**src/sccs_pkg.sv**
```systemverilog
// constants and types shared by the system clock select block
package sccs_pkg;

	// ************************************************
	// register addresses
	// ************************************************
	localparam logic [7:0] ADDR_CLK_SRC_DIV = 8'hA9;
	localparam logic [7:0] ADDR_OSC_CTL     = 8'hB2;
	localparam logic [7:0] ADDR_OSC_TRIM    = 8'hB3;

	// ************************************************
	// field positions
	// ************************************************
	localparam int unsigned RDY_BIT  = 7;
	localparam int unsigned DIV_LSB  = 4;
	localparam int unsigned ZERO_BIT = 3;
	localparam int unsigned SRC_LSB  = 0;
	localparam int unsigned SSE_BIT  = 3;
	localparam int unsigned POST_LSB = 0;

	// ************************************************
	// reset values and encodings
	// ************************************************
	localparam logic [2:0] DIV_RST    = 3'h0;
	localparam logic [2:0] SRC_RST    = 3'h0;
	localparam logic [2:0] SRC_INT    = 3'h0;
	localparam logic [2:0] SRC_EXT    = 3'h1;
	localparam logic [1:0] POST_RST   = 2'h0;
	localparam logic       SSE_RST    = 1'b0;
	localparam logic [6:0] TRIM_RESET = 7'h06;

	// ************************************************
	// timing
	// ************************************************
	localparam int unsigned DIV_MAX_RATIO = 128;
	localparam int unsigned SS_STEP_TICKS = 32;
	localparam int unsigned SS_WAVE_TICKS = 384;
	localparam int unsigned SS_PHASES     = SS_WAVE_TICKS / SS_STEP_TICKS;
	localparam int unsigned CORE_KHZ      = 250000;
	localparam int unsigned OSC_KHZ       = 24500;
	localparam int unsigned OSC_NOM_CYC   = CORE_KHZ / OSC_KHZ;
	localparam int unsigned OSC_MIN_CYC   = OSC_NOM_CYC - 32'(TRIM_RESET);

	typedef enum logic [0:0] {
		SW_IDLE = 1'b0,
		SW_WAIT = 1'b1
	} sccs_sw_t;

endpackage : sccs_pkg

```
**src/sccs_clock_ctrl.sv**
```systemverilog
// system clock source select, divider and internal oscillator control
module sccs_clock_ctrl #(
	parameter logic [6:0] TRIM_RESET = sccs_pkg::TRIM_RESET
) (
	input  wire logic       core_clk_i,
	input  wire logic       sys_rst_i,
	input  wire logic [7:0] sfr_addr_i,
	input  wire logic       sfr_wr_i,
	input  wire logic [7:0] sfr_wdata_i,
	input  wire logic       sfr_rd_i,
	input  wire logic       ext_osc_tick_i,
	output logic [7:0]      sfr_rdata_o,
	output logic            system_clock_out_o,
	output logic            clock_source_o
);

	typedef struct packed {
		logic [2:0]        system_divider_field;
		logic [2:0]        clock_source_field;
		logic [6:0]        osc_period_trim;
		logic [1:0]        internal_postscale_field;
		logic              spread_spectrum_enable;
		logic [2:0]        act_div;
		logic              act_src;
		logic              divider_applied_flag;
		sccs_pkg::sccs_sw_t sw;
		logic              seen_int;
		logic              seen_ext;
		logic [2:0]        post_cnt;
		logic [6:0]        div_cnt;
		logic              sys_tick;
		logic [7:0]        rdata;
	} sccs_state_t;

	sccs_state_t s_ff;
	sccs_state_t nxt_s;
	logic        osc_tick;
	logic        int_src_tick;
	logic        src_tick;
	logic        want_src;

	// ************************************************
	// helpers
	// ************************************************
	function automatic logic [2:0] post_limit(input logic [1:0] code);
		post_limit = 3'h7 >> code;
	endfunction : post_limit

	function automatic logic [6:0] div_limit(input logic [2:0] code);
		logic [7:0] ratio;
		ratio = 8'h01 << code;
		div_limit = 7'(ratio - 8'h01);
	endfunction : div_limit

	// ************************************************
	// internal oscillator
	// ************************************************
	sccs_int_osc u_osc (
		.core_clk_i (core_clk_i),
		.sys_rst_i  (sys_rst_i),
		.trim_i     (s_ff.osc_period_trim),
		.sse_i      (s_ff.spread_spectrum_enable),
		.tick_o     (osc_tick)
	);

	// ************************************************
	// next state
	// ************************************************
	always_comb begin
		nxt_s = s_ff;
		nxt_s.sys_tick = 1'b0;
		int_src_tick = 1'b0;
		// >= so a larger code (smaller limit) written mid-count still wraps
		if (osc_tick) begin
			if (s_ff.post_cnt >= post_limit(s_ff.internal_postscale_field)) begin
				nxt_s.post_cnt = 3'h0;
				int_src_tick = 1'b1;
			end else begin
				nxt_s.post_cnt = s_ff.post_cnt + 3'h1;
			end
		end
		src_tick = s_ff.act_src ? ext_osc_tick_i : int_src_tick;

		if (sfr_wr_i) begin
			case (sfr_addr_i)
				sccs_pkg::ADDR_CLK_SRC_DIV: begin
					nxt_s.system_divider_field = sfr_wdata_i[sccs_pkg::DIV_LSB +: 3];
					nxt_s.clock_source_field = sfr_wdata_i[sccs_pkg::SRC_LSB +: 3];
					if (sfr_wdata_i[sccs_pkg::DIV_LSB +: 3] != s_ff.act_div) begin
						nxt_s.divider_applied_flag = 1'b0;
					end
				end
				sccs_pkg::ADDR_OSC_CTL: begin
					nxt_s.spread_spectrum_enable = sfr_wdata_i[sccs_pkg::SSE_BIT];
					nxt_s.internal_postscale_field = sfr_wdata_i[sccs_pkg::POST_LSB +: 2];
				end
				sccs_pkg::ADDR_OSC_TRIM: begin
					nxt_s.osc_period_trim = sfr_wdata_i[6:0];
				end
				default: begin
				end
			endcase
		end

		// reserved codes leave the running source alone
		case (nxt_s.clock_source_field)
			sccs_pkg::SRC_INT: want_src = 1'b0;
			sccs_pkg::SRC_EXT: want_src = 1'b1;
			default:           want_src = s_ff.act_src;
		endcase

		// both oscillators must tick once, so the wait spans the slower
		case (s_ff.sw)
			sccs_pkg::SW_IDLE: begin
				if (want_src != s_ff.act_src) begin
					nxt_s.sw = sccs_pkg::SW_WAIT;
					nxt_s.seen_int = 1'b0;
					nxt_s.seen_ext = 1'b0;
				end
			end
			sccs_pkg::SW_WAIT: begin
				nxt_s.seen_int = s_ff.seen_int | int_src_tick;
				nxt_s.seen_ext = s_ff.seen_ext | ext_osc_tick_i;
				if (want_src == s_ff.act_src) begin
					nxt_s.sw = sccs_pkg::SW_IDLE;
				end
			end
			default: nxt_s.sw = sccs_pkg::SW_IDLE;
		endcase

		if (src_tick) begin
			if (s_ff.div_cnt >= div_limit(s_ff.act_div)) begin
				// period boundary: only here may ratio or source move
				nxt_s.div_cnt = 7'h00;
				nxt_s.sys_tick = 1'b1;
				nxt_s.act_div = nxt_s.system_divider_field;
				nxt_s.divider_applied_flag = 1'b1;
				if (s_ff.sw == sccs_pkg::SW_WAIT && nxt_s.seen_int
					&& nxt_s.seen_ext && want_src != s_ff.act_src) begin
					nxt_s.act_src = want_src;
					nxt_s.sw = sccs_pkg::SW_IDLE;
				end
			end else begin
				nxt_s.div_cnt = s_ff.div_cnt + 7'h01;
			end
		end

		if (sfr_rd_i) begin
			case (sfr_addr_i)
				sccs_pkg::ADDR_CLK_SRC_DIV: nxt_s.rdata = {s_ff.divider_applied_flag,
					s_ff.system_divider_field, 1'b0, s_ff.clock_source_field};
				sccs_pkg::ADDR_OSC_CTL: nxt_s.rdata = {4'h0, s_ff.spread_spectrum_enable,
					1'b0, s_ff.internal_postscale_field};
				sccs_pkg::ADDR_OSC_TRIM: nxt_s.rdata = {1'b0, s_ff.osc_period_trim};
				default: nxt_s.rdata = 8'h00;
			endcase
		end
	end

	// ************************************************
	// state register
	// ************************************************
	always_ff @(posedge core_clk_i) begin
		if (sys_rst_i) begin
			s_ff <= '0;
			s_ff.system_divider_field <= sccs_pkg::DIV_RST;
			s_ff.clock_source_field <= sccs_pkg::SRC_RST;
			s_ff.internal_postscale_field <= sccs_pkg::POST_RST;
			s_ff.spread_spectrum_enable <= sccs_pkg::SSE_RST;
			s_ff.osc_period_trim <= TRIM_RESET;
			s_ff.sw <= sccs_pkg::SW_IDLE;
		end else begin
			s_ff <= nxt_s;
		end
	end

	assign sfr_rdata_o = s_ff.rdata;
	assign system_clock_out_o = s_ff.sys_tick;
	assign clock_source_o = s_ff.act_src;

	// ************************************************
	// checks
	// ************************************************
	logic [7:0] pend_cnt_ff;
	always_ff @(posedge core_clk_i) begin
		if (sys_rst_i || s_ff.divider_applied_flag) begin
			pend_cnt_ff <= 8'h00;
		end else if (src_tick && pend_cnt_ff != 8'hFF) begin
			pend_cnt_ff <= pend_cnt_ff + 8'h01;
		end
	end

	// source ticks in the period that the last system pulse closed
	logic [7:0] per_ticks_ff;
	always_ff @(posedge core_clk_i) begin
		if (sys_rst_i) begin
			per_ticks_ff <= 8'h00;
		end else if (s_ff.sys_tick) begin
			per_ticks_ff <= {7'h00, src_tick};
		end else if (src_tick && per_ticks_ff != 8'hFF) begin
			per_ticks_ff <= per_ticks_ff + 8'h01;
		end
	end
endmodule : sccs_clock_ctrl

```
**src/sccs_int_osc.sv**
```systemverilog
// internal oscillator model: trimmed period with spread spectrum dithering
module sccs_int_osc #(
	parameter logic [7:0] MIN_PERIOD = 8'(sccs_pkg::OSC_MIN_CYC),
	parameter logic [7:0] SS_STEP    = 8'h01
) (
	input  wire logic       core_clk_i,
	input  wire logic       sys_rst_i,
	input  wire logic [6:0] trim_i,
	input  wire logic       sse_i,
	output logic            tick_o
);

	typedef struct packed {
		logic [7:0] per_cnt;
		logic [4:0] seg_cnt;
		logic [3:0] phase;
		logic       tick;
	} sccs_osc_t;

	sccs_osc_t s_ff;
	sccs_osc_t nxt_s;
	logic [7:0] period;

	// triangle offset in steps, -3..+3
	function automatic logic [7:0] tri_off(input logic [3:0] p);
		if (p <= 4'h3) begin
			tri_off = {4'h0, p};
		end else if (p <= 4'h9) begin
			tri_off = 8'h06 - {4'h0, p};
		end else begin
			tri_off = {4'h0, p} - 8'h0C;
		end
	endfunction : tri_off

	always_comb begin
		// larger trim means longer period, zero is fastest
		period = MIN_PERIOD + {1'b0, trim_i} + 8'(tri_off(s_ff.phase) * SS_STEP);
		nxt_s = s_ff;
		nxt_s.tick = 1'b0;
		if (s_ff.per_cnt >= period - 8'h01) begin
			nxt_s.per_cnt = 8'h00;
			nxt_s.tick = 1'b1;
			if (s_ff.seg_cnt == 5'(sccs_pkg::SS_STEP_TICKS - 1)) begin
				nxt_s.seg_cnt = 5'h00;
				if (s_ff.phase == 4'(sccs_pkg::SS_PHASES - 1)) begin
					nxt_s.phase = 4'h0;
				end else begin
					nxt_s.phase = s_ff.phase + 4'h1;
				end
			end else begin
				nxt_s.seg_cnt = s_ff.seg_cnt + 5'h01;
			end
		end else begin
			nxt_s.per_cnt = s_ff.per_cnt + 8'h01;
		end
		if (!sse_i) begin
			nxt_s.seg_cnt = 5'h00;
			nxt_s.phase = 4'h0;
		end
	end

	always_ff @(posedge core_clk_i) begin
		if (sys_rst_i) begin
			s_ff <= '0;
		end else begin
			s_ff <= nxt_s;
		end
	end

	assign tick_o = s_ff.tick;
endmodule : sccs_int_osc

```
**config.mk**
```make
export PLATFORM = sky130hd
export DESIGN_NAME = sccs_clock_ctrl
export DESIGN_NICKNAME = d
export VERILOG_FILES = /design/src/sccs_pkg.sv /design/src/sccs_clock_ctrl.sv /design/src/sccs_int_osc.sv
export SDC_FILE = /design/constraint.sdc
export NUM_CORES = 1
export LEC_CHECK = 0
export BUFFER_PORTS_ARGS = -buffer_cell sky130_fd_sc_hd__clkbuf_2
export CELL_PAD_IN_SITES_DETAIL_PLACEMENT = 0
export CELL_PAD_IN_SITES_GLOBAL_PLACEMENT = 1
export CORE_MARGIN = 4
export CORE_UTILIZATION = 42
export CTS_BUF_LIST = sky130_fd_sc_hd__clkbuf_16
export CTS_CLUSTER_DIAMETER = 40
export DETAILED_ROUTE_END_ITERATION = 6
export PLACE_DENSITY = 0.84
export SLEW_MARGIN = 20
export SYNTH_ARGS = -nofsm -noshare
export SYNTH_HDL_FRONTEND = slang
export SYNTH_SLANG_ARGS = --single-unit
```
**constraint.sdc**
```tcl
create_clock -name core_clk_i -period 4 [get_ports core_clk_i]
set_clock_uncertainty 0.05 [all_clocks]
set_input_delay 0.6 -clock core_clk_i [delete_from_list [all_inputs] [get_ports core_clk_i]]
set_output_delay 0.6 -clock core_clk_i [all_outputs]
set_load 0.05 [all_outputs]
```
# Word-level counts from Yosys, hierarchy flattened
# Index checks and enable logic that the tools add are counted.
dict set report word_totals {
  register_bits 61
  in_bits 21
  wordCells 89
}
dict set report op_classes {
  n_addsub 11
  magnitude_cmp 5
  eq_ne 9
  shift 2
  muxes 26
  bitwise_logic 5
  reduce_logical 12
}
# op n
set op_table {}
lappend op_table {{$eq A8 B8 Y1 const B} 3}
lappend op_table {{$pmux W8 S3} 1}
lappend op_table {{$mux W16} 1}
lappend op_table {{$mux W8} 2}
lappend op_table {{$mux W7} 2}
lappend op_table {{$mux W1} 10}
lappend op_table {{$mux W3} 3}
lappend op_table {{$add A3 B7 Y8 const A} 1}
lappend op_table {{$add A8 B1 Y8 const B} 1}
lappend op_table {{$add A8 B8 Y8} 1}
lappend op_table {{$ge A8 B8 Y1} 1}
lappend op_table {{$reduce_and A2 Y1} 4}
lappend op_table {{$sub A8 B1 Y8 const B} 1}
lappend op_table {{$add A7 B1 Y7 const B} 1}
lappend op_table {{$ge A7 B7 Y1} 1}
lappend op_table {{$shl A1 B3 Y7 const A} 1}
lappend op_table {{$sub A7 B1 Y7 const B} 1}
lappend op_table {{$mux W6} 1}
lappend op_table {{$pmux W3 S2} 1}
lappend op_table {{$reduce_or A2 Y1} 3}
lappend op_table {{$add A5 B1 Y5 const B} 1}
lappend op_table {{$eq A5 B5 Y1 const B} 1}
lappend op_table {{$mux W5} 1}
lappend op_table {{$sub A3 B4 Y5 const A} 1}
lappend op_table {{20 further kinds} 26}

# Depth between registers and ports, before layout
# Gate-level depths: netlist of the first run.
dict set report depth {
  depth_word 14
  ltp_mapped 24
  mapped_depth_nobuf 22
}

# Cells and area by module
# A second synthesis of the first run with hierarchy kept.
dict set report hier_totals {
  hier_cells 432
  hier_area_um2 3822.4
}
# mod n_inst cells_per_inst area_each_um2 seq_area_each_um2
set by_module_without_submodules {}
lappend by_module_without_submodules {sccs_clock_ctrl 1 254 2292.2 860.8}
lappend by_module_without_submodules {sccs_int_osc 1 178 1530.2 360.3}

# Least setup slack after synthesis of the first run
# No wires, ideal clock.
dict set report synth_path {
  path_kind {register to register}
  start {reg u_osc.s_ff[3] in the netlist's numbering}
  end {reg u_osc.s_ff[8] in the netlist's numbering}
  setup_ns 0.070
  t_arrival_ns 4.297
  slack_ns -0.417
  path_stages_with_launch 24
  path_buffers 1
  path_cell_list {dfxtp_1 > inv_1 > ha_1 > nor2b_1 > o21ai_0 > a21oi_1 > a31o_2 > ha_1 > inv_1 > ha_1 > inv_1 > fa_1 > inv_1 > a21oi_1 > o21bai_1 > xnor2_1 > ha_1 > nand4_1 > nor2_2 > a2111oi_4 > or2_1 > buf_6 > or4_1 > a21oi_1}
}
dict set report synth_between {
  elab_chain_cells 6
  elab_cells_between_ends 9
  cone_classes {add/sub (4); order compare (3); mux (2)}
}
# item line_no
set synth_lines {}
lappend synth_lines {{start: declaration} sccs_int_osc.sv:20} ;# sccs_osc_t s_ff;
lappend synth_lines {{start signal: assignment} sccs_int_osc.sv:66} ;# s_ff <= nxt_s;
lappend synth_lines {{$sub A4 B4 Y5 (tied with other cells)} sccs_int_osc.sv:31} ;# tri_off = {4'h0, p} - 8'h0C;
lappend synth_lines {{$mux W8} sccs_int_osc.sv:28} ;# end else if (p <= 4'h9) begin
lappend synth_lines {{$mux W8 *} sccs_int_osc.sv:26} ;# if (p <= 4'h3) begin
lappend synth_lines {{$add A8 B8 Y8 *} sccs_int_osc.sv:37} ;# period = MIN_PERIOD + {1'b0, trim_i} + 8'(tri_off(s_ff.phase) * SS_STEP);
lappend synth_lines {{$sub A8 B1 Y8 *} sccs_int_osc.sv:40} ;# if (s_ff.per_cnt >= period - 8'h01) begin
lappend synth_lines {{$ge A8 B8 Y1 *} sccs_int_osc.sv:40}
# Every way passes the cells marked *; elsewhere a longest branch is shown, timed or not.
# A chain may end at the register's enable or synchronous reset.

# Worst setup path in the final report of the first run
dict set report layout_path {
  start {reg u_osc.s_ff[3] in the netlist's numbering}
  end {reg u_osc.s_ff[7] in the netlist's numbering}
}
# Same word-level chain as after synthesis.

==> impl_metrics.tcl, run 1 <==
set metrics [dict create \
    first_pass_iters 4 \
    crit_required_ps 4210 \
    routabilityCongestion 0.7932 \
    pin_count 31 \
    cpPeakStageDelay_ps 540 \
    grt_pass1_vias 2864 \
    hp-start "s_ff[19]" \
    reg2reg_slack_ps -40 \
    yosysMostFrequentCell "dfxtp_1" \
    synth_cells 421 \
    tns_ps -129.5 \
    synth_top_cell_by_area "dfxtp_1" \
    outcome "complete, but fails checks" \
    p_leak_uw 0.001967 \
    r2r_end "u_osc.s_ff[7]" \
    synthArstFlopShare 0 \
    power.switching_uw 313.6 \
    arrival_ps 4240 \
    insertion_delay_ps 320 \
    dr.first_iter.drc_count 129 \
    dpl.hpwl_um 5745 \
    slew-limit-headroom 0.4837 \
    multiInputGateArea_sq_um 2431 \
    die_h_um 102.7 \
    rsz0062_at_grt "true" \
    hp-class "flop to flop" \
    drv_cap 0 \
    grtUsageTotal 0.1542 \
    clock-root-buffer "clkbuf_16" \
    cts_buffers 9 \
    final-seq-area_sq_um 1226 \
    final_cell_area_sq_um 4576 \
    synth_area_leaders "dfxtp_1 32%, ha_1 14%, mux2i_1 4.5%" \
    placed_area_sq_um 4110 \
    violations "setup timing" \
    fp-row-count 34 \
    p_int_uw 1177 \
    final_core_util 0.5247 \
    globalRouteOverflowTotal 0 \
    fin_cells 578 \
    antenna_found_initial 0 \
    tightestPinTransition_ps 774.5 \
    clock_power_share 0.535 \
    r2r-start "u_osc.s_ff[3]" \
    synth-warning-count 0 \
    cts_sinks 61 \
    drc 0 \
    setup_viol 10 \
    setup_slack_ps -35.72 \
    fmax_mhz 247.8 \
    crit_chain "inv_4 -> ha_4 -> nor2b_4 -> o21ai_4 -> a21oi_2 -> xnor2_1 -> ha_1 -> ha_1 -> a21o_1 -> a21oi_2 -> o21bai_1 -> a21oi_1 -> xor2_1 -> ha_1 -> nand4_1 -> nor2_2 -> a2111oi_4 -> or2_4 -> or4b_4 -> a21oi_2" \
    vias_per_cell 5.161 \
    start_kind "flop" \
    cellPowerDensity_nw_per_um2 325.7 \
    clock_path_buffers 2 \
    dr_total_vias 2983 \
    criticalPathCategory "flop to flop" \
    area_delta_synth_final_pct 21.50 \
    layout.nets 531 \
    drv_slew 0 \
    cts_max_level 3 \
    crit_slowest_cell "or4b_4" \
    fin_crit_sh 1.009 \
    ir_worst_vdd_uv 234.8 \
    sw_frac_of_total 0.2104 \
    clk_pin_slew_ps 50 \
    die_w_um 102.7 \
    die_area_sq_um 10550 \
    worstPathMaxFanout 5 \
    coreArea_sq_um 8721 \
    synth_top_flop_cell "dfxtp_1" \
    whs_endpoint "s_ff[19]" \
    ys_ff_latch 61 \
    synth_common_cells "61 x dfxtp_1, 43 x ha_1, 42 x nor2_1" \
    hold_buffers 0 \
    synth_cell_types 55 \
    grt_max_degree 39 \
    avgSynthCellArea_sq_um 8.946 \
    mappedNetlistNets 486 \
    crit_family "simple AND/OR/NAND/NOR gates" \
    crit_cells 20 \
    dp.cells 558 \
    hold_path_depth 2 \
    reg2regPathDepth 20 \
    initial_core_util 0.4319 \
    cts_tree "yes" \
    ant_nets 0 \
    synth_edf_count 0 \
    final_layout_size_suffix_gt1_frac 0.2660 \
    io_buffers 29 \
    fill_cells 805 \
    path_buf_inv 1 \
    synth_top_area_share 0.3243 \
    hold_viol 0 \
    syn_area_sq_um 3766 \
    wl_per_cell_um 13.43 \
    p_comb_frac 0.048 \
    wl_um 7765 \
    layout_min_cycle_time_ps 4036 \
    grt_pass1_wl_um 12930 \
    seq_area_frac_synth 0.3243 \
    antenna_cells 0 \
    power_frac_seq 0.417 \
    worst_setup_path_end_kind "flop" \
]
-- final cells by class --
class                   instances  area share
flip-flops and latches         61      0.2680
clock buffers                   9     0.04922
well taps                     108     0.02953
repair buffers                 58     0.08258
clock inverters                 6     0.01750
multi-input cells             310      0.5313
inverters                      26     0.02188
-- layout by cell type (no fill, tap or decap), types with 3 or more instances in the layout --
cell type,netlist,final
inv_1,26,24
mux2i_1,17,17
a21oi_2,0,6
nor2_1,42,42
ha_2,0,4
a21oi_1,32,26
dfxtp_2,0,4
a211o_1,4,4
a22oi_1,7,7
and2_1,3,3
ha_4,0,3
nand3_1,16,16
mux2_2,5,5
xor2_1,16,16
nor2b_1,9,8
clkbuf_2,0,29
nand4_1,5,5
xnor2_1,12,12
dfxtp_1,61,57
a21o_1,4,4
nand2_1,19,18
clkbuf_16,0,9
nor4b_1,3,3
o21ai_0,9,8
and3_1,7,7
a211oi_1,9,8
nand2b_1,7,7
ha_1,43,36
buf_6,2,4
nor3_1,4,4
nor2_2,8,7
buf_4,8,25
-- per-layer routing --
layer  share of wire  routed length, um  global-route usage
met1            0.45               3481              0.1888
met2            0.51               3926              0.2632
met3           0.035                269             0.04804
met4           0.011                 88             0.03935
met5               0                  0                   0
-- worst register-to-register path: stages (launching register included) --
cell       delay [ps]
dfxtp_2           350
inv_4              50
ha_4              140
nor2b_4           130
o21ai_4           210
a21oi_2            80
xnor2_1           180
ha_1              270
ha_1              290
a21o_1            170
a21oi_2           150
o21bai_1           80
a21oi_1           170
xor2_1             90
ha_1              290
nand4_1           110
nor2_2            140
a2111oi_4          90
or2_4             260
or4b_4            540
a21oi_2           120
-- worst max path at each step --
| stage | from | end | slack [ps] |
|---|---|---|---|
| global placement | u_osc.s_ff[3] | u_osc.s_ff[7] | -120 |
| floorplan | u_osc.s_ff[3] | u_osc.s_ff[8] | -70 |
| CTS | u_osc.s_ff[3] | u_osc.s_ff[7] | -80 |
| detailed placement | u_osc.s_ff[3] | u_osc.s_ff[7] | -150 |
| global route | u_osc.s_ff[3] | u_osc.s_ff[6] | -270 |
| finish | u_osc.s_ff[3] | u_osc.s_ff[7] | -40 |
-- flip-flops by register name, indices dropped and copies added, names as in the netlist --
register,flops
s_ff,33
u_osc.tick_o,1
clock_source_o,1
system_clock_out_o,1
sfr_rdata_o,8
u_osc.s_ff,17
-- power groups by stage --
stage | Sequential (uW) | Clock (uW) | Combinational [uW]
after CTS | 621 | 817 | 71.7
after detailed placement | 634 | 0 | 71.1
after floorplan | 632 | 0 | 54.0
final | 621 | 797 | 71.8
after global placement | 633 | 0 | 69.2
after global routing | 622 | 846 | 79.2
-- repair_timing --
item,in CTS,in global routing
endpoints found under the setup margin,18,18
buffers inserted,3,3
pin swaps,18,32
hold endpoints to repair,0,0
gates resized for setup,12,18
-- logic make-up after synthesis --
logic type | after synthesis | synth area share
fa+ha+maj | 44 | 0.1482
simple gates | 140 | 0.2063
compound gates | 75 | 0.1309
flops | 61 | 0.3243
buf+inv | 50 | 0.06212
mux | 23 | 0.06312
xor+xnor | 28 | 0.06511
-- per-stage QoR --
stage / total power (uW) / hold slack [ps] / setup WS (ps)
2_1_floorplan: 685.5 / 383.2 / -67.49
3_3_place_gp: 702.6 / 392.4 / -121.6
3_5_place_dp: 704.7 / 407.6 / -149.4
4_1_cts: 1510 / 414.0 / -82.50
5_1_grt: 1547 / 445.8 / -272.5
6_report: 1490 / 409.4 / -35.72
No activity file was read; power rests on OpenSTA's default activity.
==> run 2, diff against run 1 <==
ABC_AREA = 1   (was not set)
CORE_UTILIZATION = 40   (was 42)
PLACE_DENSITY = 0.83   (was 0.84)
RECOVER_POWER = 100   (was not set)
==> impl_metrics.tcl, run 2 <==
set metrics [dict create \
    clock_power_share 0.521 \
    grt_max_degree 20 \
    hold_viol 0 \
    layout_commonest_cell "nand2_1" \
    clock_path_buffers 2 \
    fin_crit_sh 0.9705 \
    ys_ff_latch 61 \
    grt_pass1_vias 3163 \
    wl_per_cell_um 12.32 \
    synth_common_cells "78 x nand2_1, 74 x inv_1, 61 x dfxtp_1" \
    pin_count 31 \
    dpl.hpwl_um 6422 \
    fmax_mhz 257.6 \
    dr_total_vias 3368 \
    io_buffers 29 \
    synth_edf_count 0 \
    reg2regPathDepth 27 \
    fp-row-count 35 \
    cts_tree "yes" \
    arrival_ps 4040 \
    synth_top_flop_cell "dfxtp_1" \
    synth-warning-count 0 \
    clock-root-buffer "clkbuf_16" \
    cts_buffers 9 \
    hp-start "u_osc.s_ff[10]" \
    area_delta_synth_final_pct 19.29 \
    slew-limit-headroom 0.5913 \
    drv_slew 0 \
    cellPowerDensity_nw_per_um2 311.9 \
    hold_ws_ps 410.6 \
    r2r-start "u_osc.s_ff[1]" \
    synth_top_cell_by_area "dfxtp_1" \
    grtUsageTotal 0.1519 \
    hp-class "flop to flop" \
    sw_frac_of_total 0.2150 \
    coreArea_sq_um 9196 \
    wl_um 8354 \
    worstSetupStartpoint "u_osc.s_ff[1]" \
    whs_endpoint "u_osc.s_ff[10]" \
    synth_top_area_share 0.3235 \
    die_w_um 105.1 \
    ant_nets 0 \
    synth_cells 514 \
    rsz0062_at_grt "true" \
    synth_cell_types 38 \
    avgSynthCellArea_sq_um 7.344 \
    clk_pin_slew_ps 50 \
    drv_cap 0 \
    insertion_delay_ps 320 \
    power_frac_seq 0.439 \
    dp.cells 661 \
    outcome "complete, no violations" \
    antenna_found_initial 0 \
    synthArstFlopShare 0 \
    tightestPinTransition_ps 615.6 \
    final_cell_area_sq_um 4503 \
    most-common-layout-cells "80 x nand2_1, 70 x inv_1, 58 x dfxtp_1" \
    initial_core_util 0.4105 \
    layout.nets 627 \
    crit_required_ps 4160 \
    p_comb_frac 0.040 \
    synth_area_leaders "dfxtp_1 32%, ha_1 14%, nand2_1 7.8%" \
    setup_viol 0 \
    die_area_sq_um 11060 \
    largest_register_ffs 33 \
    hold_path_depth 1 \
    vias_per_cell 4.968 \
    cts_sinks 61 \
    p_int_uw 1103 \
    routabilityCongestion 0.8202 \
    grt_pass1_wl_um 13900 \
    fin_cells 678 \
    p_leak_uw 0.002025 \
    yosysMostFrequentCell "nand2_1" \
    syn_area_sq_um 3775 \
    dr.first_iter.drc_count 115 \
    drc 0 \
    reg2reg_slack_ps 120 \
    power_uw 1405 \
    worst_setup_path_end_kind "flop" \
    mappedNetlistNets 579 \
    placed_area_sq_um 4130 \
    final_layout_size_suffix_gt1_frac 0.1711 \
    globalRouteOverflowTotal 0 \
    layout_min_cycle_time_ps 3882 \
    die_h_um 105.1 \
    power.switching_uw 302.0 \
    worstPathMaxFanout 4 \
    seq_area_frac_synth 0.3235 \
    antenna_cells 0 \
    first_pass_iters 4 \
    criticalPathCategory "flop to flop" \
    r2r_end "u_osc.s_ff[8]" \
    start_kind "flop" \
    cts_max_level 3 \
    ir_worst_vdd_uv 226.8 \
    regMostFlops "s_ff" \
]
## run 2: timing repair
item	CTS	global route
gates resized for setup	6	39
buffers inserted	1	0
pin swaps	1	17
setup endpoints to repair	15	18
hold buffers	0	0
## run 2: logic make-up (layout without fill, tap and decap cells)
logic type      Yosys count  in the layout  synth area share
compound gates          101            101            0.1422
simple gates            197            197            0.2403
buf+inv                  90            143           0.09745
flops                    61             61            0.3235
xor+xnor                 21             21           0.04872
fa+ha+maj                44             44            0.1478
## run 2: per-layer routing
layer	part of all wire	vias to the layer above	GRT usage
li1	-	1770	-
met1	0.45	1551	0.1792
met2	0.51	34	0.2690
met3	0.026	13	0.03521
met4	0.014	0	0.05155
met5	0	-	0
## run 2: critical path, stage by stage (launching register included)
cell	delay, ps
dfxtp_2	320
inv_1	80
ha_2	200
nor2_2	60
o21ai_4	140
inv_2	70
nor2_4	110
nand2_1	50
o21ai_1	80
ha_1	250
inv_1	60
ha_2	180
inv_2	40
fa_2	380
o21ai_2	140
nand2_1	70
nand2_1	70
a21oi_2	50
xor2_1	140
ha_1	310
nand2_2	80
nor2_4	100
nand4_1	110
nand3_2	130
inv_2	70
buf_6	130
nor4_4	220
nor3_2	70
## run 2: metrics by stage
| step | TNS (ps) | util | setup slack (ps) |
|---|---|---|---|
| 2_1_floorplan | 0 | - | 19.34 |
| 3_3_place_gp | -55.86 | 0.4491 | -32.17 |
| 3_5_place_dp | -1079 | 0.4491 | -116.8 |
| 4_1_cts | 0 | 0.4833 | 11.37 |
| 5_1_grt | -331.1 | 0.4897 | -121.2 |
| 6_report | 0 | 0.4897 | 117.9 |
## run 2: final cells by class
| class | count | area (sq um) |
|---|---|---|
| clock buffer | 9 | 225.2 |
| sequential | 61 | 1227 |
| clock inverter | 7 | 57.56 |
| timing repair buffer | 50 | 296.5 |
| inverter | 77 | 291.5 |
| fill | 916 | 4693 |
| tap | 111 | 138.9 |
| multi-input combinational | 363 | 2266 |
## run 2: power groups by stage
stage	clock (uW)	combinational (uW)	sequential [uW]
final	732	56.8	616
after global routing	779	65.2	616
after CTS	748	59.3	617
after detailed placement	0	58.7	629
after global placement	0	57.2	629
after floorplan	0	36.3	628
## run 2: worst max path at each step
stage / cells past startpoint / endpoint / slack, ps
2_1_floorplan: 27 / u_osc.s_ff[5] / 20
3_3_place_gp: 26 / u_osc.s_ff[14] / -30
3_5_place_dp: 28 / u_osc.s_ff[8] / -120
4_1_cts: 26 / u_osc.s_ff[8] / 10
5_1_grt: 27 / u_osc.s_ff[8] / -120
6_report: 27 / u_osc.s_ff[8] / 120
==> run 3, diff against run 2 <==
CTS_BUF_LIST = not set   (was sky130_fd_sc_hd__clkbuf_16)
==> impl_metrics.tcl, run 3 (same netlist as run 2, synthesis figures left out) <==
set metrics [dict create \
    drv_cap 0 \
    vias_per_cell 4.956 \
    grt_use_met1 0.1784 \
    crit_required_ps 4180 \
    io_buffers 29 \
    globalRouteOverflowTotal 0 \
    worst_setup_path_end_kind "flop" \
    outcome "complete, no violations" \
    final-seq-area_sq_um 1227 \
    tightestPinTransition_ps 616.2 \
    start_kind "flop" \
    cts_buffers 9 \
    fmax_mhz 259.9 \
    reg2reg_slack_ps 150 \
    crit_family "adder cells" \
    antenna_found_initial 0 \
    layout_min_cycle_time_ps 3847 \
    dpl.hpwl_um 6422 \
    wl_um 8317 \
    die_area_sq_um 11060 \
    clock-root-buffer "clkbuf_8" \
    most-common-layout-cells "80 x nand2_1, 69 x inv_1, 58 x dfxtp_1" \
    ir_worst_vdd_uv 184.0 \
    regMostFlops "s_ff" \
    layout.nets 628 \
    fin_crit_sh 0.9618 \
    fill_cells 930 \
    grt_busiest_layer "met2" \
    slew-limit-headroom 0.5910 \
    rsz0062_at_grt "true" \
    wl_per_cell_um 12.25 \
    grt_pass1_wl_um 13830 \
    cts_max_level 3 \
    hold_buffers 0 \
    criticalPathCategory "flop to flop" \
    dr_total_vias 3365 \
    grt_util_met3 0.03521 \
    path_buf_inv 6 \
    insertion_delay_ps 330 \
    p_leak_uw 0.002013 \
    worstPathMaxFanout 4 \
    hold_viol 0 \
    cts_sinks 61 \
    initial_core_util 0.4105 \
    multiInputGateArea_sq_um 2291 \
    largest_register_ffs 33 \
    ant_nets 0 \
    clk_pin_slew_ps 70 \
    die_w_um 105.1 \
    hp-class "flop to flop" \
    hold_ws_ps 408.9 \
    first_pass_iters 4 \
    cpPeakStageDelay_ps 390 \
    setup_viol 0 \
    cts_tree "yes" \
    drc 0 \
    antenna_cells 0 \
    fp-row-count 35 \
    grt_max_degree 20 \
    drv_slew 0 \
    final_layout_size_suffix_gt1_frac 0.1831 \
    layout_commonest_cell "nand2_1" \
    crit_slowest_cell "fa_2" \
    pin_count 31 \
    crit_top_cell "nand2_1" \
    routabilityCongestion 0.8202 \
    power_uw 1247 \
    die_h_um 105.1 \
    dr.first_iter.drc_count 143 \
    area_delta_synth_final_pct 18.33 \
    coreArea_sq_um 9196 \
    clock_path_buffers 2 \
    grt.met2_usage 0.2663 \
    cellPowerDensity_nw_per_um2 279.2 \
    grtUsageTotal 0.1516 \
    arrival_ps 4030 \
    grt_pass1_vias 3124 \
]
-- run 3: final timing paths --
| path | from | end | depth (start not counted) |
|---|---|---|---|
| min | u_osc.s_ff[10] | u_osc.s_ff[10] | 1 |
| min reg2reg | u_osc.s_ff[10] | u_osc.s_ff[10] | 1 |
| max reg2reg | u_osc.s_ff[3] | u_osc.s_ff[8] | 26 |
| max | u_osc.s_ff[3] | u_osc.s_ff[8] | 26 |
-- run 3: what timing repair did --
| item | CTS | global route |
|---|---|---|
| setup endpoints to repair | 15 | 18 |
| hold endpoints to repair | 0 | 0 |
| gates cloned | 0 | 0 |
| pin swaps | 1 | 22 |
| gates resized for setup | 6 | 46 |
| setup buffers | 1 | 1 |
-- run 3: worst reg2reg max path, cell delays in order, from the launching register on --
cell,delay (ps)
dfxtp_4,360
buf_6,120
ha_4,160
o21ai_4,170
inv_2,70
nor2_4,100
nand2_1,50
o21ai_1,80
ha_1,240
inv_1,60
ha_2,170
inv_2,40
fa_2,390
o21ai_2,140
nand2_1,70
nand2_1,70
a21oi_2,50
xor2_1,140
ha_1,310
nand2_2,80
nor2_4,100
nand4_1,150
nand3_4,130
inv_4,50
buf_6,120
nor4_4,210
nor3_2,60
-- run 3: layout make-up --
class	instances	area share
Clock buffer	13	0.03782
Clock inverter	3	0.009524
Inverter	77	0.06583
Multi-Input combinational cell	363	0.5129
Sequential cell	61	0.2748
Tap cell	111	0.03109
Timing Repair Buffer	51	0.06807
-- run 3: power breakdown --
group	switching [uW]	total, uW	internal, uW
combinational	37.3	56.8	19.6
sequential	4.36	615	611
clock	237	575	338
total	279	1250	968
-- run 3: metrics by stage --
stage                       util  TNS [ps]  worst slack [ps]  instances  instance area, sq um
after floorplan                -         0             19.34        514                  3775
after global routing      0.4857    -166.5            -75.95        679                  4467
after detailed placement  0.4491     -1079            -116.8        661                  4130
after CTS                 0.4755         0             6.978        678                  4373
final                     0.4857         0             152.8        679                  4467
after global placement    0.4491    -55.86            -32.17        661                  4130
-- run 3: routing by layer --
layer / share of wire / wire length [um] / vias up
li1: - / - / 1769
met1: 0.44 / 3658 / 1557
met2: 0.52 / 4326 / 29
met3: 0.026 / 216 / 10
met4: 0.014 / 116 / 0
met5: 0 / 0 / -
